### src/design/swss_pkg.sv
// Constants shared by the stop-mode wake source selector
package swss_pkg;
	// Register indices as printed; byte address is four times the index
	localparam logic [7:0]  SWSS_IDX_WAKE_CTL2 = 8'h0D;
	localparam logic [7:0]  SWSS_IDX_STATUS    = 8'h0E;
	localparam logic [11:0] SWSS_ADDR_WAKE_CTL2 = {2'b00, SWSS_IDX_WAKE_CTL2, 2'b00};
	localparam logic [11:0] SWSS_ADDR_STATUS    = {2'b00, SWSS_IDX_STATUS, 2'b00};
	localparam int          SWSS_ADDR_W        = 12;

	// Wake control two field layout
	localparam int          SWSS_LEVEL_BIT     = 6;
	localparam int          SWSS_SRC_HI        = 4;
	localparam int          SWSS_SRC_LO        = 2;
	localparam logic [2:0]  SWSS_SRC_RST       = 3'h0;
	localparam logic        SWSS_LEVEL_RST     = 1'b0;

	// Status register bits
	localparam int          SWSS_ST_STOP       = 0;
	localparam int          SWSS_ST_WAKE       = 1;
	localparam int          SWSS_ST_COND       = 2;

	// Source codes
	localparam logic [2:0]  SWSS_SRC_POR       = 3'h0;
	localparam logic [2:0]  SWSS_SRC_P2_LO     = 3'h1;
	localparam logic [2:0]  SWSS_SRC_P2_ALL    = 3'h2;
	localparam logic [2:0]  SWSS_SRC_P3_NOR    = 3'h3;
	localparam logic [2:0]  SWSS_SRC_P3_NAND   = 3'h4;
	localparam logic [2:0]  SWSS_SRC_P30_NOR   = 3'h5;
	localparam logic [2:0]  SWSS_SRC_P30_NAND  = 3'h6;
	localparam logic [2:0]  SWSS_SRC_P32_NAND  = 3'h7;

	// Pin vector: [1:0]={p0.7,p0.0}, [9:2]=port 2, [12:10]=port 3 pins 3..1
	localparam int          SWSS_NPIN          = 13;
	localparam logic [12:0] SWSS_SEL_P2_LO     = 13'h003C;
	localparam logic [12:0] SWSS_SEL_P2_ALL    = 13'h03FC;
	localparam logic [12:0] SWSS_SEL_P3        = 13'h1C00;
	localparam logic [12:0] SWSS_SEL_P30       = 13'h1C03;
	localparam logic [12:0] SWSS_SEL_P32       = 13'h1C1C;

	localparam logic [1:0]  SWSS_RESP_OKAY     = 2'h0;
	localparam logic [1:0]  SWSS_RESP_SLVERR   = 2'h2;

	typedef enum logic [2:0] {
		SWSS_RUN  = 3'b001,
		SWSS_STOP = 3'b010,
		SWSS_WAKE = 3'b100
	} swss_state_e;
endpackage : swss_pkg

### src/design/swss_top.sv
// Stop-mode wake source selector with AXI4-Lite register access
//
// Function
// - Wake source comes from bits four down to two of wake control two.
// - Code 001 NANDs port 2 pins 3..0; code 010 NANDs pins 7..0.
// - Code 011 NORs port 3 pins 3..1; code 100 NANDs them.
// - Codes 101/110 NOR/NAND port 3 pins 3..1 with port 0 pins 0, 7.
// - Code 111 NANDs port 3 pins 3..1 with port 2 pins 2..0.
// - Pins configured as outputs never contribute to wake.
// - Power-on reset clears level bit and source field.
//
// Register access over AXI4-Lite was chosen for this implementation.
`timescale 1ns/100ps
`default_nettype none
module swss_top
	import swss_pkg::*;
(
	input  wire logic                        aclk,
	input  wire logic                        aresetn,
	input  wire logic                        s_axi_awvalid,
	output logic                             s_axi_awready,
	input  wire logic [swss_pkg::SWSS_ADDR_W-1:0] s_axi_awaddr,
	input  wire logic [2:0]                  s_axi_awprot,
	input  wire logic                        s_axi_wvalid,
	output logic                             s_axi_wready,
	input  wire logic [31:0]                 s_axi_wdata,
	input  wire logic [3:0]                  s_axi_wstrb,
	output logic                             s_axi_bvalid,
	input  wire logic                        s_axi_bready,
	output logic [1:0]                       s_axi_bresp,
	input  wire logic                        s_axi_arvalid,
	output logic                             s_axi_arready,
	input  wire logic [swss_pkg::SWSS_ADDR_W-1:0] s_axi_araddr,
	input  wire logic [2:0]                  s_axi_arprot,
	output logic                             s_axi_rvalid,
	input  wire logic                        s_axi_rready,
	output logic [31:0]                      s_axi_rdata,
	output logic [1:0]                       s_axi_rresp,
	input  wire logic                        stop_req,
	input  wire logic                        recovery_done,
	input  wire logic [7:0]                  port_zero_pins,
	input  wire logic [7:0]                  port_two_pins,
	input  wire logic [2:0]                  port_three_pins_three_to_one,
	input  wire logic [7:0]                  port_zero_dir_out,
	input  wire logic [7:0]                  port_two_dir_out,
	input  wire logic [2:0]                  port_three_dir_out,
	output logic                             stop_mode_r,
	output logic                             wake_r
);
	import swss_pkg::*;

	// ----------------------------------------------------------------
	// Pin input filtering
	// ----------------------------------------------------------------
	logic [SWSS_NPIN-1:0] pin_raw;
	logic [SWSS_NPIN-1:0] pin_out;
	logic [SWSS_NPIN-1:0] pin_v_r;
	logic [SWSS_NPIN-1:0] pin_v_nxt;
	logic [SWSS_NPIN-1:0] s1_r;
	logic [SWSS_NPIN-1:0] s2_r;
	logic [SWSS_NPIN-1:0] s3_r;

	assign pin_raw = {port_three_pins_three_to_one, port_two_pins,
		port_zero_pins[7], port_zero_pins[0]};
	assign pin_out = {port_three_dir_out, port_two_dir_out,
		port_zero_dir_out[7], port_zero_dir_out[0]};

	// A level counts only once two later stages agree, so a pin bouncing
	// across an edge cannot glitch the wake decision
	genvar gi;
	generate
		for (gi = 0; gi < SWSS_NPIN; gi++) begin : g_pin
			always_comb begin
				pin_v_nxt[gi] = (s2_r[gi] == s3_r[gi]) ? s3_r[gi] : pin_v_r[gi];
			end
		end
	endgenerate

	always_ff @(posedge aclk) begin
		if (!aresetn) begin
			s1_r    <= '0;
			s2_r    <= '0;
			s3_r    <= '0;
			pin_v_r <= '0;
		end else begin
			s1_r    <= pin_raw;
			s2_r    <= s1_r;
			s3_r    <= s2_r;
			pin_v_r <= pin_v_nxt;
		end
	end

	// ----------------------------------------------------------------
	// Register file and AXI4-Lite slave
	// ----------------------------------------------------------------
	logic [2:0]  src_r, src_nxt;
	logic        level_r, level_nxt;
	logic        aw_ok_r, aw_ok_nxt;
	logic        w_ok_r, w_ok_nxt;
	logic [SWSS_ADDR_W-1:0] awaddr_r, awaddr_nxt;
	logic [7:0]  wbyte_r, wbyte_nxt;
	logic        wstb_r, wstb_nxt;
	logic        awready_nxt, wready_nxt, bvalid_nxt, arready_nxt, rvalid_nxt;
	logic [1:0]  bresp_nxt, rresp_nxt;
	logic [31:0] rdata_nxt;
	logic        cond_r;
	swss_state_e state_r, state_nxt;

	always_comb begin
		src_nxt     = src_r;
		level_nxt   = level_r;
		aw_ok_nxt   = aw_ok_r;
		w_ok_nxt    = w_ok_r;
		awaddr_nxt  = awaddr_r;
		wbyte_nxt   = wbyte_r;
		wstb_nxt    = wstb_r;
		bvalid_nxt  = s_axi_bvalid;
		bresp_nxt   = s_axi_bresp;
		rvalid_nxt  = s_axi_rvalid;
		rresp_nxt   = s_axi_rresp;
		rdata_nxt   = s_axi_rdata;
		if (s_axi_awvalid && s_axi_awready) begin
			aw_ok_nxt  = 1'b1;
			awaddr_nxt = s_axi_awaddr;
		end
		if (s_axi_wvalid && s_axi_wready) begin
			w_ok_nxt  = 1'b1;
			wbyte_nxt = s_axi_wdata[7:0];
			wstb_nxt  = s_axi_wstrb[0];
		end
		if (s_axi_bvalid && s_axi_bready) begin
			bvalid_nxt = 1'b0;
		end
		if (aw_ok_r && w_ok_r && !s_axi_bvalid) begin
			aw_ok_nxt  = 1'b0;
			w_ok_nxt   = 1'b0;
			bvalid_nxt = 1'b1;
			bresp_nxt  = SWSS_RESP_OKAY;
			if (awaddr_r == SWSS_ADDR_WAKE_CTL2) begin
				// Reserved bits are dropped whatever software writes
				if (wstb_r) begin
					src_nxt   = wbyte_r[SWSS_SRC_HI:SWSS_SRC_LO];
					level_nxt = wbyte_r[SWSS_LEVEL_BIT];
				end
			end else if (awaddr_r != SWSS_ADDR_STATUS) begin
				bresp_nxt = SWSS_RESP_SLVERR;
			end
		end
		if (s_axi_rvalid && s_axi_rready) begin
			rvalid_nxt = 1'b0;
		end
		if (s_axi_arvalid && s_axi_arready) begin
			rvalid_nxt = 1'b1;
			rresp_nxt  = SWSS_RESP_OKAY;
			rdata_nxt  = 32'h0000_0000;
			if (s_axi_araddr == SWSS_ADDR_STATUS) begin
				rdata_nxt[SWSS_ST_STOP] = stop_mode_r;
				rdata_nxt[SWSS_ST_WAKE] = wake_r;
				rdata_nxt[SWSS_ST_COND] = cond_r;
			end else if (s_axi_araddr != SWSS_ADDR_WAKE_CTL2) begin
				rresp_nxt = SWSS_RESP_SLVERR;
			end
		end
		// Write-only control reads back as zero
		awready_nxt = !aw_ok_nxt && !bvalid_nxt;
		wready_nxt  = !w_ok_nxt && !bvalid_nxt;
		arready_nxt = !rvalid_nxt;
	end

	always_ff @(posedge aclk) begin
		if (!aresetn) begin
			src_r         <= SWSS_SRC_RST;
			level_r       <= SWSS_LEVEL_RST;
			aw_ok_r       <= 1'b0;
			w_ok_r        <= 1'b0;
			awaddr_r      <= '0;
			wbyte_r       <= 8'h00;
			wstb_r        <= 1'b0;
			s_axi_awready <= 1'b0;
			s_axi_wready  <= 1'b0;
			s_axi_bvalid  <= 1'b0;
			s_axi_bresp   <= SWSS_RESP_OKAY;
			s_axi_arready <= 1'b0;
			s_axi_rvalid  <= 1'b0;
			s_axi_rresp   <= SWSS_RESP_OKAY;
			s_axi_rdata   <= 32'h0000_0000;
		end else begin
			src_r         <= src_nxt;
			level_r       <= level_nxt;
			aw_ok_r       <= aw_ok_nxt;
			w_ok_r        <= w_ok_nxt;
			awaddr_r      <= awaddr_nxt;
			wbyte_r       <= wbyte_nxt;
			wstb_r        <= wstb_nxt;
			s_axi_awready <= awready_nxt;
			s_axi_wready  <= wready_nxt;
			s_axi_bvalid  <= bvalid_nxt;
			s_axi_bresp   <= bresp_nxt;
			s_axi_arready <= arready_nxt;
			s_axi_rvalid  <= rvalid_nxt;
			s_axi_rresp   <= rresp_nxt;
			s_axi_rdata   <= rdata_nxt;
		end
	end

	// ----------------------------------------------------------------
	// Wake combination
	// ----------------------------------------------------------------
	swss_combine u_combine (
		.aclk    (aclk),
		.aresetn (aresetn),
		.src     (src_r),
		.level   (level_r),
		.pin_v   (pin_v_r),
		.pin_out (pin_out),
		.cond_r  (cond_r)
	);

	// ----------------------------------------------------------------
	// Stop and recovery sequencing
	// ----------------------------------------------------------------
	// This clock must keep running in stop; a truly clockless detector
	// would need an asynchronous latch outside this block
	always_comb begin
		state_nxt = state_r;
		case (state_r)
			SWSS_RUN: begin
				if (stop_req) begin
					state_nxt = SWSS_STOP;
				end
			end
			SWSS_STOP: begin
				// A condition left over from an earlier source must not end a reset-only stop
				if (cond_r && src_r != SWSS_SRC_POR) begin
					state_nxt = SWSS_WAKE;
				end
			end
			SWSS_WAKE: begin
				if (recovery_done) begin
					state_nxt = SWSS_RUN;
				end
			end
			default: state_nxt = SWSS_RUN;
		endcase
	end

	always_ff @(posedge aclk) begin
		if (!aresetn) begin
			state_r     <= SWSS_RUN;
			stop_mode_r <= 1'b0;
			wake_r      <= 1'b0;
		end else begin
			state_r     <= state_nxt;
			stop_mode_r <= (state_nxt != SWSS_RUN);
			wake_r      <= (state_nxt == SWSS_WAKE);
		end
	end
endmodule : swss_top
`default_nettype wire

### src/design/swss_combine.sv
// Wake combination: selects pins, drops outputs, applies NAND or NOR and level
`timescale 1ns/100ps
`default_nettype none
module swss_combine
	import swss_pkg::*;
(
	input  wire logic                  aclk,
	input  wire logic                  aresetn,
	input  wire logic [2:0]            src,
	input  wire logic                  level,
	input  wire logic [swss_pkg::SWSS_NPIN-1:0] pin_v,
	input  wire logic [swss_pkg::SWSS_NPIN-1:0] pin_out,
	output logic                                cond_r
);
	import swss_pkg::*;

	logic cond_nxt;

	function automatic logic [12:0] sel_of(input logic [2:0] code);
		case (code)
			SWSS_SRC_P2_LO:                     sel_of = SWSS_SEL_P2_LO;
			SWSS_SRC_P2_ALL:                    sel_of = SWSS_SEL_P2_ALL;
			SWSS_SRC_P3_NOR, SWSS_SRC_P3_NAND:  sel_of = SWSS_SEL_P3;
			SWSS_SRC_P30_NOR, SWSS_SRC_P30_NAND: sel_of = SWSS_SEL_P30;
			SWSS_SRC_P32_NAND:                  sel_of = SWSS_SEL_P32;
			default:                            sel_of = '0;
		endcase
	endfunction : sel_of

	always_comb begin
		logic [12:0] en;
		logic        res;
		en  = sel_of(src) & ~pin_out;
		res = 1'b0;
		if (src == SWSS_SRC_P3_NOR || src == SWSS_SRC_P30_NOR) begin
			res = ~|(pin_v & en);
		end else begin
			res = ~&(pin_v | ~en);
		end
		// No selected input pin left means nothing can wake
		cond_nxt = (|en) && (res == level);
	end

	always_ff @(posedge aclk) begin
		if (!aresetn) begin
			cond_r <= 1'b0;
		end else begin
			cond_r <= cond_nxt;
		end
	end
endmodule : swss_combine
`default_nettype wire

### config.mk
export PLATFORM = sky130hd
export DESIGN_NAME = swss_top
export DESIGN_NICKNAME = d
export VERILOG_FILES = /design/src/design/swss_pkg.sv /design/src/design/swss_top.sv /design/src/design/swss_combine.sv
export SDC_FILE = /design/constraint.sdc
export NUM_CORES = 1
export LEC_CHECK = 0
export BUFFER_PORTS_ARGS = -buffer_cell sky130_fd_sc_hd__buf_4
export CAP_MARGIN = 30
export CORE_MARGIN = 2
export CORE_UTILIZATION = 51
export DETAILED_ROUTE_END_ITERATION = 10
export PLACE_DENSITY = 0.84
export SLEW_MARGIN = 20
export SYNTH_ARGS = -nofsm -noshare
export SYNTH_HDL_FRONTEND = slang
export SYNTH_HIERARCHICAL = 1
export SYNTH_SLANG_ARGS = --single-unit
### constraint.sdc
create_clock -name aclk -period 3.97 [get_ports aclk]
set_input_delay 0.397 -clock aclk [delete_from_list [all_inputs] [get_ports aclk]]
set_output_delay 0.397 -clock aclk [all_outputs]
set_load 0.02 [all_outputs]
# Word level (Yosys, flattened, before mapping)
# Index checks and enable logic that the tools add are counted.
[totals]
word_cells = 115
output_inout_bits = 43
ff_bits = 96
input_bits = 113
[classes]
reduce_logical = 26
muxes = 19
bitwise_logic = 5
n_eq_ne = 30
[ops]
columns = ["op", "n"]
rows = [
  ["$pmux W13 S5", 1],
  ["$and A13 B13 Y13", 2],
  ["$not A13 Y13", 2],
  ["$reduce_or A13 Y1", 2],
  ["$eq A12 B6 Y1 const B", 2],
  ["$ne A12 B6 Y1 const B", 2],
  ["$eq A3 B3 Y1 const B", 6],
  ["$eq A1 B1 Y1", 14],
  ["$or A13 B13 Y13", 1],
  ["$reduce_and A13 Y1", 1],
  ["$mux W3", 4],
  ["$logic_and A1 B1 Y1", 11],
  ["$eq A3 B2 Y1 const B", 3],
  ["$mux W1", 9],
  ["$pmux W3 S3", 1],
  ["$mux W2", 4],
  ["$logic_not A1 Y1", 7],
  ["$eq A3 B1 Y1 const B", 2],
  ["$reduce_or A2 Y1", 2],
  ["$ne A3 B1 Y1 const B", 1],
  ["$reduce_and A3 Y1", 1],
  ["$reduce_bool A3 Y1", 1],
  ["$logic_or A1 B1 Y1", 1],
]

# Depth between registers and ports, before layout
[depth]
ltp_word = 11
ltp_mapped = 6
ltp_nobuf = 5

# Cells and area by module
# Netlist, hierarchy kept.
[by_module_without_submodules]
columns = ["module", "seq_area_each_um2", "n_inst", "cells_per_inst", "area_each_um2"]
rows = [
  ["swss_top", 1801.7, 1, 331, 3243.1],
  ["swss_combine", 20.0, 1, 61, 387.9],
]

# Worst setup path after synthesis
# Ideal clock, no wire load.
[synth_timing]
path_kind = "input-to-reg"
start = "input s_axi_araddr[6] (netlist bit)"
end = "register s_axi_rdata[0]"
path_buffers = 0
arrival_ns = 1.407
path_slack_ns = 2.504
required_time_ns = 3.911
stages = 4
setup_time_ns = 0.059
cell_sequence = "or4_1 > nor4_2 > and3_1 > a22o_1"
[synth_between]
elab_chain_len = 2
[synth_rtl]
columns = ["element", "line_no", "text"]
rows = [
  ["start: declaration", "swss_top.sv:33", "input wire logic [swss_pkg::SWSS_ADDR_W-1:0] s_axi_araddr,"],
  ["$eq A12 B6 Y1", "swss_top.sv:156", "if (s_axi_araddr == SWSS_ADDR_STATUS) begin"],
  ["$mux W3", "swss_top.sv:156", ""],
  ["end signal: assignment", "swss_top.sv:202", "s_axi_rdata <= rdata_nxt;"],
  ["end: declaration", "swss_top.sv:37", "output logic [31:0] s_axi_rdata,"],
]
# No other way between the ends.
# A chain may end at the register's enable or synchronous reset.

# Final worst setup path
[layout_timing]
start = "register src_r[1]"
end = "register u_combine.cond_r"
[layout_between]
elab_chain_len = 11
elab_cells_between_ends = 23
classes_between = "8 x eq/ne; 2 x mux; 4 x bitwise; 9 x reduce/logical"
[layout_rtl]
columns = ["element", "line_no", "text"]
rows = [
  ["start: declaration", "swss_top.sv:96", "logic [2:0] src_r, src_nxt;"],
  ["start signal: assignment", "swss_top.sv:188", "src_r <= src_nxt;"],
  ["$eq A3 B3 Y1, or another cell as far along", "swss_combine.sv:20", "case (code)"],
  ["$reduce_or A2 Y1", "swss_combine.sv:20", ""],
  ["$pmux W13 S5", "swss_combine.sv:20", ""],
  ["$and A13 B13 Y13", "swss_combine.sv:33", "en = sel_of(src) & ~pin_out;"],
  ["$not A13 Y13", "swss_combine.sv:38", "res = ~&(pin_v | ~en);"],
  ["$or A13 B13 Y13", "swss_combine.sv:38", ""],
  ["$reduce_and A13 Y1", "swss_combine.sv:38", ""],
  ["$logic_not A1 Y1", "swss_combine.sv:38", ""],
  ["$mux W1", "swss_combine.sv:35", "if (src == SWSS_SRC_P3_NOR || src == SWSS_SRC_P30_NOR) begin"],
  ["$eq A1 B1 Y1", "swss_combine.sv:41", "cond_nxt = (|en) && (res == level);"],
  ["$logic_and A1 B1 Y1 *", "swss_combine.sv:41", ""],
  ["end signal: assignment", "swss_combine.sv:48", "cond_r <= cond_nxt;"],
  ["end: declaration", "swss_combine.sv:13", "output logic cond_r"],
]
# Mark *: on every way between the ends. The rest lies on a longest branch, timed or not.

==> flow_metrics.py <==
metrics = {
    "status": {
        "outcome": "completed",
    },
    "detailed_routing": {
        "first_pass_iters": 4,
        "drc": 0,
        "routed_wl_microns": 6460,
        "wl_per_cell_microns": 11.5,
        "ant_nets": 0,
        "viasPerCell": 4.92,
        "vias": 2765,
        "drtIter0Drc": 126,
    },
    "logic_synthesis": {
        "ys.flop_type": "dfxtp_1",
        "async_reset_ff_share_pct": 0,
        "yosys_warnings": 6,
        "ys_ff_latch": 91,
        "synth-edff-count": 0,
        "synth_top_area_share_pct": 50.2,
        "synth_cells": 392,
        "yosys.area.top_type": "dfxtp_1",
        "syn_area_sq_mm": 0.00363,
        "synth_most_common_cell": "dfxtp_1",
        "seq_area_frac_synth_pct": 50.2,
        "ys_top_cells_by_area": "dfxtp_1, and2_1, a21boi_0, buf_4, nand2_1",
        "avgSynthCellArea_sq_um": 9.26,
        "synth_cell_types": 44,
        "synthTopCellsByCount": "dfxtp_1, nand2_1, and2_1, a21boi_0, buf_4",
    },
    "clock_tree": {
        "cts-resized-gates": 0,
        "postCtsHoldBufs": 0,
        "clock_path_buffers": 2,
        "insertion_delay_ps": 340,
        "path_clk_slew_ps": 90,
        "cts_tree": "yes",
        "htree_levels": 3,
        "numCtsBuffers": 9,
        "cts_setup_buffers": 0,
        "clock-sinks": 91,
        "root_buffer": "clkbuf_8",
    },
    "critical_path": {
        "path_delay_family": "flip-flops",
        "cp-end-kind": "register",
        "startpoint": "src_r[1]",
        "r2r_start": "src_r[1]",
        "worst-path-buf-inv": 0,
        "ff2ff_setup_slack_ps": 2170,
        "r2r_cells": 5,
        "worst_setup_path_start_kind": "register",
        "arrival_ps": 2060,
        "rr_endpoint": "u_combine/cond_r",
        "crit_slowest_cell": "dfxtp_1",
        "worstSetupPathType": "reg2reg",
        "cp_max_fo": 18,
        "crit_chain": "xnor2_1 > nor3_1 > o31ai_1 > nor4_2 > mux2i_1",
        "max_stage_delay_ps": 670,
        "cp.required_ps": 4230,
    },
    "floorplan": {
        "die_area_sq_mm": 0.00781,
        "io_pins": 156,
        "die_y_microns": 88.4,
        "initial_core_util_pct": 53.2,
        "core_sq_mm": 0.00683,
        "std_cell_rows": 30,
        "die_w_microns": 88.4,
    },
    "cells_and_area": {
        "fin_nets": 574,
        "fillCellCount": 579,
        "insertedDiodeCount": 0,
        "syn_to_final_growth_pct": 19.3,
        "final_core_util_pct": 63.4,
        "drive_gt1_share_pct": 20.2,
    },
    "min_path": {
        "hp-class": "in2reg",
        "hold_path_startpoint": "port_two_pins[5]",
        "whs_endpoint": "s1_r[7]",
        "worstHoldPathCells": 2,
    },
    "grt": {
        "grt_pass1_vias": 2541,
        "met1_usage_pct": 19.4,
        "globalRouteTotalUtil_pct": 16.9,
        "use_met2_pct": 31.2,
        "busiest_layer": "met2",
        "grt_pass1_wl_microns": 10600,
        "grt_remaining_overflow": 0,
        "grt_max_degree": 95,
        "use_met3_pct": 3.08,
        "antenna_found_initial": 0,
    },
    "power": {
        "clockPowerShare_pct": 36.6,
        "p_per_area_mw_per_mm2": 410,
        "peakVddDrop_uv": 227,
        "power_frac_seq_pct": 54.3,
        "leakage_nw": 1.80,
        "power.total_w": 0.00177,
        "p_switching_w": 0.000396,
        "p_sw_share_pct": 22.3,
        "intPower_w": 0.00138,
        "power_frac_comb_pct": 9.1,
    },
    "sta": {
        "timing.fmax_ghz": 0.557,
        "fin_crit_sh_pct": 45.2,
        "rsz0062_at_grt": "false",
        "finalHoldViolCount": 0,
        "worst_slew_pin_slew_ps": 679,
        "max-slew-margin-rel_pct": 54.7,
        "finalSetupViolCount": 0,
        "tns_ps": 0,
        "skew_ps": 9.80,
        "fin_crit_ps": 1800,
        "drv_slew": 0,
    },
    "placement": {
        "place_congestion": 0.876,
        "hpwl_microns": 4720,
        "port_buffers": 75,
    },
    "flow_run": {
        "drv_cap": 0,
    },
}
-- power by group through the flow --
stage	clock network, W	logic [W]	registers (W)
detailed placement	0	0.000162	0.000985
CTS	0.000666	0.000162	0.000963
finish	0.000650	0.000161	0.000963
global route	0.000707	0.000179	0.000968
global placement	0	0.000158	0.000982
floorplan	0	0.000108	0.000987
-- stage by stage --
| step | worst slack (ps) | hold WS, ps | instances | area [sq um] |
|---|---|---|---|---|
| 6_report | 2170 | 264 | 562 | 4330 |
| 3_3_place_gp | 2220 | 413 | 546 | 4120 |
| 5_1_grt | 1980 | 252 | 562 | 4330 |
| 3_5_place_dp | 2200 | 420 | 546 | 4120 |
| 2_1_floorplan | 2500 | 412 | 422 | 3740 |
| 4_1_cts | 2180 | 247 | 562 | 4330 |
-- how the worst max path moves through the flow --
stage                             endpoint  slack (ps)  cells after the start
final                     u_combine/cond_r        2170                      5
after global routing      u_combine/cond_r        1980                      5
after CTS                 u_combine/cond_r        2180                      5
after detailed placement  u_combine/cond_r        2200                      5
after global placement    u_combine/cond_r        2220                      5
after floorplan             s_axi_rdata[0]        2500                      4
-- layout by cell type, fill, tap and decap left out, types with 4 or more instances in the layout --
cell type / n
a21boi_0: 32
a31oi_1: 5
clkbuf_8: 9
and3_1: 4
and2_1: 41
nand2_1: 59
inv_1: 4
mux2i_1: 5
nor2_1: 12
o22ai_1: 5
buf_4: 75
conb_1: 31
o21ai_0: 19
nor3b_1: 6
dfxtp_1: 91
nand3_1: 12
nand2b_1: 6
-- flip-flops by register name, indices dropped and copies added, names as in the netlist, 4 cells and up --
signal,count
pin_v_r,13
s1_r,13
s2_r,13
s3_r,13
awaddr_r,12
wbyte_r,4
-- kinds of logic (layout without fill, tap and decap cells) --
family | after synthesis | count (layout) | share of synthesized area, %
buffers and inverters | 51 | 95 | 8.82
other | 1 | 31 | 0.103
muxes | 5 | 5 | 1.38
and+or+nand+nor | 161 | 161 | 23.7
xor gates and xnor gates | 3 | 3 | 0.724
DFF | 91 | 91 | 50.2
AOI/OAI and AO/OA | 80 | 80 | 15.1
-- per-layer routing --
layer / share of wire [%] / wire length, microns / up-vias
met1: 44 / 2830 / 1264
met4: 0.56 / 36 / 0
met3: 5.0 / 325 / 6
met2: 51 / 3270 / 88
li1: - / - / 1407
met5: 0 / 0 / -
-- layout make-up --
cell class | instances | area, sq um | area share (%)
Sequential cell | 91 | 1820 | 42.1
Multi-Input combinational cell | 280 | 1600 | 37.0
Timing Repair Buffer | 75 | 563 | 13.0
Clock buffer | 12 | 135 | 3.12
Tap cell | 96 | 120 | 2.77
Clock inverter | 4 | 75.1 | 1.73
Inverter | 4 | 15.0 | 0.347
No activity file was read; power rests on OpenSTA's default activity.
